--- config.mk ---
export PLATFORM = sky130hd
export DESIGN_NAME = wwd_top
export DESIGN_NICKNAME = d
export VERILOG_FILES = /design/src/hw/wwd_pkg.sv /design/src/hw/wwd_top.sv
export SDC_FILE = /design/constraint.sdc
export NUM_CORES = 1
export LEC_CHECK = 0
export ABC_AREA = 1
export BUFFER_PORTS_ARGS = -buffer_cell sky130_fd_sc_hd__buf_2
export CAP_MARGIN = 20
export CORE_MARGIN = 2
export CORE_UTILIZATION = 55
export CTS_CLUSTER_SIZE = 12
export DETAILED_ROUTE_END_ITERATION = 10
export GPL_ROUTABILITY_DRIVEN = 0
export GPL_TIMING_DRIVEN = 0
export PLACE_DENSITY = 0.76
export SYNTH_ARGS = -nofsm -noshare
export SYNTH_HDL_FRONTEND = slang
export SYNTH_SLANG_ARGS = --single-unit
--- constraint.sdc ---
create_clock -name clk_in -period 2.6 [get_ports clk_in]
set_clock_uncertainty 0.1 [all_clocks]
set_input_delay 0.39 -clock clk_in [delete_from_list [all_inputs] [get_ports clk_in]]
set_output_delay 0.39 -clock clk_in [all_outputs]
set_load 0.02 [all_outputs]
--- src/hw/wwd_pkg.sv ---
/*
  windowed watchdog package: register offsets, field positions, reset
  values and the feed sequence states shared by the watchdog design.
  assumes a byte address bus whose register words sit on aligned offsets.
*/
package wwd_pkg;

  // ********************************
  // bus and register map
  // ********************************
  localparam int ADR_W = 8;
  localparam logic [ADR_W-1:0] ADR_MODE = 8'h00;
  localparam logic [ADR_W-1:0] ADR_RELOAD = 8'h04;
  localparam logic [ADR_W-1:0] ADR_FEED = 8'h08;
  localparam logic [ADR_W-1:0] ADR_VALUE = 8'h0c;
  localparam logic [ADR_W-1:0] ADR_WARN = 8'h14;
  localparam logic [ADR_W-1:0] ADR_WINDOW = 8'h18;

  // ********************************
  // mode register fields
  // ********************************
  localparam int BIT_EN = 0;
  localparam int BIT_RST = 1;
  localparam int BIT_TOF = 2;
  localparam int BIT_WINT = 3;
  localparam int BIT_PROT = 4;

  // ********************************
  // values after reset and keys
  // ********************************
  localparam logic [23:0] RST_RELOAD = 24'h0000ff;
  localparam logic [23:0] MIN_RELOAD = 24'h0000ff;
  localparam logic [23:0] RST_CNT = 24'h0000ff;
  localparam logic [23:0] RST_WARN = 24'h000000;
  localparam logic [23:0] RST_WINDOW = 24'hffffff;
  localparam logic [7:0] FEED_KEY1 = 8'haa;
  localparam logic [7:0] FEED_KEY2 = 8'h55;

  // ********************************
  // counts of counting clock cycles, and the config word width
  // ********************************
  localparam logic [1:0] PRE_LAST = 2'h3;
  localparam int CFG_DELAY = 3;
  localparam int CFG_W = 27;

  // feed sequence tracker
  typedef enum logic [1:0] {
    FD_IDLE = 2'b01,
    FD_ARMED = 2'b10
  } wwd_feed_st_t;

endpackage

--- src/hw/wwd_top.sv ---
/*
  windowed watchdog: apb register slave, feed sequence tracker, divide by
  four prescaler, 24-bit down counter, window, warning and reload lock.
  assumes a single clock; the counting clock arrives as a level synchronous
  to clk_in and slower than half its rate; ext_por_in is high together with
  a low reset_n_in only when the reset comes from outside the chip.
*/
`timescale 1ns/100ps
module wwd_top (
  input wire logic clk_in,
  input wire logic reset_n_in,
  input wire logic ext_por_in,
  input wire logic counting_clock_in,
  input wire logic psel_in,
  input wire logic penable_in,
  input wire logic pwrite_in,
  input wire logic [wwd_pkg::ADR_W-1:0] paddr_in,
  input wire logic [31:0] pwdata_in,
  output logic [31:0] prdata_out,
  output logic pready_out,
  output logic pslverr_out,
  output logic chip_reset_out,
  output logic warning_irq_out
);
  import wwd_pkg::*;

  logic cc_q, cc_edge, dec_en, en_bit, rst_bit, prot_bit, timeout_flag, warning_flag;
  logic [1:0] presc;
  logic [23:0] reload, warn_cmp, window, cnt, cap, cap_s1, cap_s2;
  logic run, rst_active, feed_pend;
  wwd_feed_st_t fstate;
  logic acc, wr, setup, wr_mode, wr_reload, refuse, feed_ok;
  logic feed_err, win_err, prot_err, expire, warn_hit, wd_event;
  logic [CFG_W-1:0] cfg_word;
  logic [CFG_W-1:0] pipe [CFG_DELAY];

  // ********************************
  // apb decode
  // ********************************
  // one access phase per transfer; pready stays high after reset
  assign acc = psel_in & penable_in;
  assign wr = acc & pwrite_in;
  assign setup = psel_in & ~penable_in;
  assign wr_mode = wr && (paddr_in == ADR_MODE);
  assign wr_reload = wr && (paddr_in == ADR_RELOAD);

  // ********************************
  // watchdog events
  // ********************************
  // lock holds while the count is still above the warning time
  assign refuse = prot_bit && (cnt > warn_cmp);
  assign prot_err = wr_reload & refuse;
  assign feed_ok = (fstate == FD_ARMED) && wr && (paddr_in == ADR_FEED)
    && (pwdata_in[7:0] == FEED_KEY2);
  // feed and window errors before the first running feed are ignored
  assign feed_err = (fstate == FD_ARMED) && acc && !feed_ok && run;
  assign win_err = feed_ok && run && (cnt > window);
  assign expire = dec_en && run && (cnt == 24'h000000);
  // compare with the next count so the flag lines up with the match
  assign warn_hit = dec_en && run && (warn_cmp != RST_WARN)
    && (cnt != 24'h000000) && ((cnt - 24'h000001) == warn_cmp);
  assign wd_event = expire | feed_err | win_err | prot_err;

  // ********************************
  // counting clock prescaler
  // ********************************
  // the counting clock is a level here; its rising edge is the tick
  assign cc_edge = counting_clock_in & ~cc_q;
  assign dec_en = cc_edge && (presc == PRE_LAST);

  // divide by four; the edge flop tracks the pin in reset, so no false tick
  always_ff @(posedge clk_in) begin
    cc_q <= counting_clock_in;
    if (!reset_n_in) begin
      presc <= 2'h0;
    end else if (cc_edge) begin
      presc <= presc + 2'h1;
    end
  end

  // ********************************
  // crossing into the counting side
  // ********************************
  assign cfg_word = {prot_bit, rst_bit, en_bit, reload};

  // three counting clock stages; the counter only ever sees the last
  for (genvar i = 0; i < CFG_DELAY; i++) begin : g_cfg
    always_ff @(posedge clk_in) begin
      if (!reset_n_in) begin
        pipe[i] <= {3'h0, RST_RELOAD};
      end else if (cc_edge) begin
        if (i == 0) begin
          pipe[i] <= cfg_word;
        end else begin
          pipe[i] <= pipe[(i == 0) ? 0 : i - 1];
        end
      end
    end
  end

  // ********************************
  // down counter
  // ********************************
  // a pending feed wins over a decrement on the same tick
  always_ff @(posedge clk_in) begin
    if (!reset_n_in) begin
      cnt <= RST_CNT;
      run <= 1'b0;
      rst_active <= 1'b0;
    end else if (cc_edge && feed_pend) begin
      cnt <= pipe[CFG_DELAY-1][23:0];
      run <= run | pipe[CFG_DELAY-1][24];
      rst_active <= pipe[CFG_DELAY-1][25];
    end else if (expire) begin
      cnt <= pipe[CFG_DELAY-1][23:0];
    end else if (dec_en && run) begin
      cnt <= cnt - 24'h000001;
    end
  end

  // feed request waits for the next counting tick
  always_ff @(posedge clk_in) begin
    if (!reset_n_in) begin
      feed_pend <= 1'b0;
    end else if (feed_ok) begin
      feed_pend <= 1'b1;
    end else if (cc_edge) begin
      feed_pend <= 1'b0;
    end
  end

  // ********************************
  // counter read path
  // ********************************
  // value is locked on the counting side then passed through two flops
  always_ff @(posedge clk_in) begin
    if (!reset_n_in) begin
      cap <= RST_CNT;
      cap_s1 <= RST_CNT;
      cap_s2 <= RST_CNT;
    end else begin
      if (cc_edge) begin
        cap <= cnt;
      end
      cap_s1 <= cap;
      cap_s2 <= cap_s1;
    end
  end

  // ********************************
  // feed sequence tracker
  // ********************************
  // any access after the first key ends the sequence, good or bad
  always_ff @(posedge clk_in) begin
    if (!reset_n_in) begin
      fstate <= FD_IDLE;
    end else begin
      case (fstate)
        FD_IDLE: begin
          if (wr && (paddr_in == ADR_FEED) && (pwdata_in[7:0] == FEED_KEY1)) begin
            fstate <= FD_ARMED;
          end
        end
        FD_ARMED: begin
          if (acc) begin
            fstate <= FD_IDLE;
          end
        end
        default: begin
          fstate <= FD_IDLE;
        end
      endcase
    end
  end

  // ********************************
  // mode register
  // ********************************
  // set only: a write of zero never clears a control bit
  always_ff @(posedge clk_in) begin
    if (!reset_n_in) begin
      en_bit <= 1'b0;
      rst_bit <= 1'b0;
      prot_bit <= 1'b0;
    end else if (wr_mode) begin
      en_bit <= en_bit | pwdata_in[BIT_EN];
      rst_bit <= rst_bit | pwdata_in[BIT_RST];
      prot_bit <= prot_bit | pwdata_in[BIT_PROT];
    end
  end

  // timeout flag: cleared by an outside reset or a mode write with the bit at zero, event beats clear
  always_ff @(posedge clk_in) begin
    if (!reset_n_in) begin
      if (ext_por_in) begin
        timeout_flag <= 1'b0;
      end
    end else if (wd_event) begin
      timeout_flag <= 1'b1;
    end else if (wr_mode && !pwdata_in[BIT_TOF]) begin
      timeout_flag <= 1'b0;
    end
  end

  // warning flag: write one to clear, a match in the same cycle wins
  always_ff @(posedge clk_in) begin
    if (!reset_n_in) begin
      warning_flag <= 1'b0;
    end else if (warn_hit) begin
      warning_flag <= 1'b1;
    end else if (wr_mode && pwdata_in[BIT_WINT]) begin
      warning_flag <= 1'b0;
    end
  end

  assign warning_irq_out = warning_flag;

  // ********************************
  // compare and reload registers
  // ********************************
  always_ff @(posedge clk_in) begin
    if (!reset_n_in) begin
      reload <= RST_RELOAD;
      warn_cmp <= RST_WARN;
      window <= RST_WINDOW;
    end else begin
      if (wr_reload && !refuse) begin
        reload <= (pwdata_in[23:0] < MIN_RELOAD) ? MIN_RELOAD : pwdata_in[23:0];
      end
      if (wr && (paddr_in == ADR_WARN)) begin
        warn_cmp <= pwdata_in[23:0];
      end
      if (wr && (paddr_in == ADR_WINDOW)) begin
        window <= pwdata_in[23:0];
      end
    end
  end

  // ********************************
  // chip reset request
  // ********************************
  // held until the system reset it causes comes back around
  always_ff @(posedge clk_in) begin
    if (!reset_n_in) begin
      chip_reset_out <= 1'b0;
    end else if (wd_event && rst_active) begin
      chip_reset_out <= 1'b1;
    end
  end

  // ********************************
  // read data and response
  // ********************************
  // read data is prepared in the setup phase so it is a flop output
  always_ff @(posedge clk_in) begin
    if (!reset_n_in) begin
      prdata_out <= 32'h00000000;
      pslverr_out <= 1'b0;
      pready_out <= 1'b0;
    end else begin
      pready_out <= 1'b1;
      if (setup) begin
        pslverr_out <= 1'b0;
        case (paddr_in)
          ADR_MODE: prdata_out <= {27'h0, prot_bit, warning_flag,
            timeout_flag, rst_bit, en_bit};
          ADR_RELOAD: prdata_out <= {8'h00, reload};
          ADR_FEED: prdata_out <= 32'h00000000;
          ADR_VALUE: prdata_out <= {8'h00, cap_s2};
          ADR_WARN: prdata_out <= {8'h00, warn_cmp};
          ADR_WINDOW: prdata_out <= {8'h00, window};
          default: begin
            prdata_out <= 32'h00000000;
            pslverr_out <= 1'b1;
          end
        endcase
      end
    end
  end
endmodule // wwd_top

==> impl_metrics.ini <==
[cts]
htreeDepth = 1
numCtsBuffers = 29
cts_tree = built
clk_pin_slew_ps = 60
numClockSinks = 286
clock_latency_ps = 560
cts_root_buf = clkbuf_16
clock_path_buffers = 3

[global_route]
grt_start_max_net_pins = 36
grt_overflow_total = 0
grt_pass1_wl_mm = 60.9
track_usage_pct = 30.8
first_global_vias = 11000
antenna_found_initial = 1

[critical_path]
rr_worst_depth = 14
r2r-start = warn_cmp[19]
worstPathRequired_ps = 2900
crit_type = reg -> reg
critPathArrivalTime_ps = 2890
cp-end-kind = register
critPathLaunchType = register
cp-startpoint = warn_cmp[19]
rrSetupSlack_ps = 6
crit_fanout = 10

[yosys]
synth.most_common_cell = nand2_1
synthCells = 1637
synth_area_um2 = 13200
ys_top_cells_by_area = dfxtp_1 (31%), edfxtp_1 (18%), nand2_1 (8.8%)
synth-edff-count = 79
synth_top_area_share_pct = 31.5
syn_area_per_cell_um2 = 8.04
synth.largest_area_cell = dfxtp_1
ys_ff_latch = 286
synth-seq-area-share_pct = 49.5
synth_common_cells = nand2_1 (307), inv_1 (228), dfxtp_1 (207)
ys_warn_count = 0
postSynth.asyncResetShare_pct = 0
synth_cell_types = 47
ys.flop_type = dfxtp_1

[placed_design]
portBuffers = 66
place_hpwl_mm = 30.2

[power]
p_int_mw = 7.09
p_switching_mw = 1.97
p_seq_share_pct = 51.4
comb_power_share_pct = 4.0
p_leak_nw = 6.76
pwr-share-clk_pct = 44.7
switching_share_pct = 21.8
total_power_mw = 9.06
peakVddDrop_mv = 0.582
power_density_nw_per_um2 = 604

[route]
routed_via_density = 5.70
ant_nets = 0
first_pass_iters = 6
first_iter_violations = 1609
vias = 11900
wl_per_cell_um = 19.0
drt-total-wl_mm = 39.7
route.detailed.drc = 0

[timing]
drv_slew = 0
fmax_mhz = 386
setup_viol = 0
fin_crit_sh_pct = 99.8
relSlewSlack_pct = 50.6
tightest_slew_ps = 742
finalCriticalPeriod_ps = 2590
finalHoldViolations = 0

[floorplanning]
rows = 56
dieArea_um2 = 25200
coreArea_um2 = 23500
die_w_um = 159
die_y_um = 159
ios = 83
initial_core_util_pct = 56.1

[finish]
area_delta_synth_final_pct = 13.9
drive_gt1_share_pct = 11.9
layout.nets = 1848
fin_util_pct = 63.9

[status]
status = completed

[min_path]
hold_start = pwdata_in[7]
hold_class = in -> reg
hold_depth = 3

[flow_run]
drv_cap = 0
[cell type report]
cell class	instances	area [um^2]
fillers	1961	8470
flip-flops and latches	286	6520
multi-input cells	1048	5450
inverters	233	882
clock buffers	51	880
repair buffers	74	420
plain buffers	77	402
well taps	319	399
clock inverters	2	35.0
repair inverters	1	5.00
diodes	1	2.50
[worst paths after layout]
path | to
max | reload[7]
min | window[7]
max reg2reg | reload[7]
min reg2reg | cap_s2[8]
[layout by cell type (no fill, tap or decap), types with 24 or more instances in the layout]
master / instances
inv_1: 224
ha_1: 50
a21oi_1: 138
or2_2: 26
dfxtp_1: 203
nand2_1: 306
edfxtp_1: 79
clkbuf_1: 61
o21ai_0: 153
clkbuf_16: 30
nand3_1: 80
o22ai_1: 24
buf_2: 74
nor2_1: 139
[flip-flops by register name, summed over array words and instances (netlist names), 24 cells and up]
register / cells
cap_s2: 24
reload: 24
prdata_out: 24
cap_s1: 24
window: 24
cnt: 24
pipe: 78
warn_cmp: 24
cap: 24
[timing repair]
action,in CTS,in global routing
hold buffers,2,0
resized for setup,5,22
gates cloned,0,1
buffers inserted,0,4
endpoints found under the setup margin,38,106
hold endpoints to repair,2,0
[routing by layer]
layer  vias up  track usage, %  part of all wire, %
li1       5603               -                    -
met1      5423            43.5                   41
met2       769            45.8                   41
met3       136            6.03                   13
met4         0            14.1                  5.2
met5         -               0                    0
[metrics by stage]
stage	instance area [um^2]	worst slack (ps)	TNS [ps]	instances	hold slack [ps]
after floorplan	13200	78.2	0	1644	290
after detailed placement	14000	-291	-11630	2031	298
after CTS	14900	26.1	0	2086	30.9
after global routing	15000	-70.0	-515	2091	50.1
final	15000	6.20	0	2092	50.0
after global placement	13900	-939	-81610	2029	292
[critical path, cell delays in order (launching register included)]
cell	delay [ps]
dfxtp_1	410
inv_1	140
ha_1	320
nand2_1	110
nor3_2	220
nand4_1	150
nor2_2	170
nand2_1	70
nand3_1	140
nand2_1	110
nand2_4	120
inv_2	90
buf_6	150
nand2_1	60
o211ai_1	70
[logic make-up after synthesis]
kind of cell | count (synthesis) | synth area share [%]
buffers and inverters | 310 | 9.59
DFF | 286 | 49.5
xor gates and xnor gates | 4 | 0.475
AOI/OAI and AO/OA | 382 | 15.8
other | 1 | 0.0285
and+or+nand+nor | 603 | 19.8
adders and majority gates | 51 | 4.85
[power groups by stage]
stage / logic (mW) / clock network [mW] / registers, mW
floorplan: 0.174 / 0 / 4.75
global placement: 0.325 / 0 / 4.75
detailed placement: 0.339 / 0 / 4.75
CTS: 0.344 / 4.05 / 4.65
global route: 0.383 / 4.22 / 4.66
finish: 0.359 / 4.05 / 4.65
No activity file was read; power rests on OpenSTA's default activity.
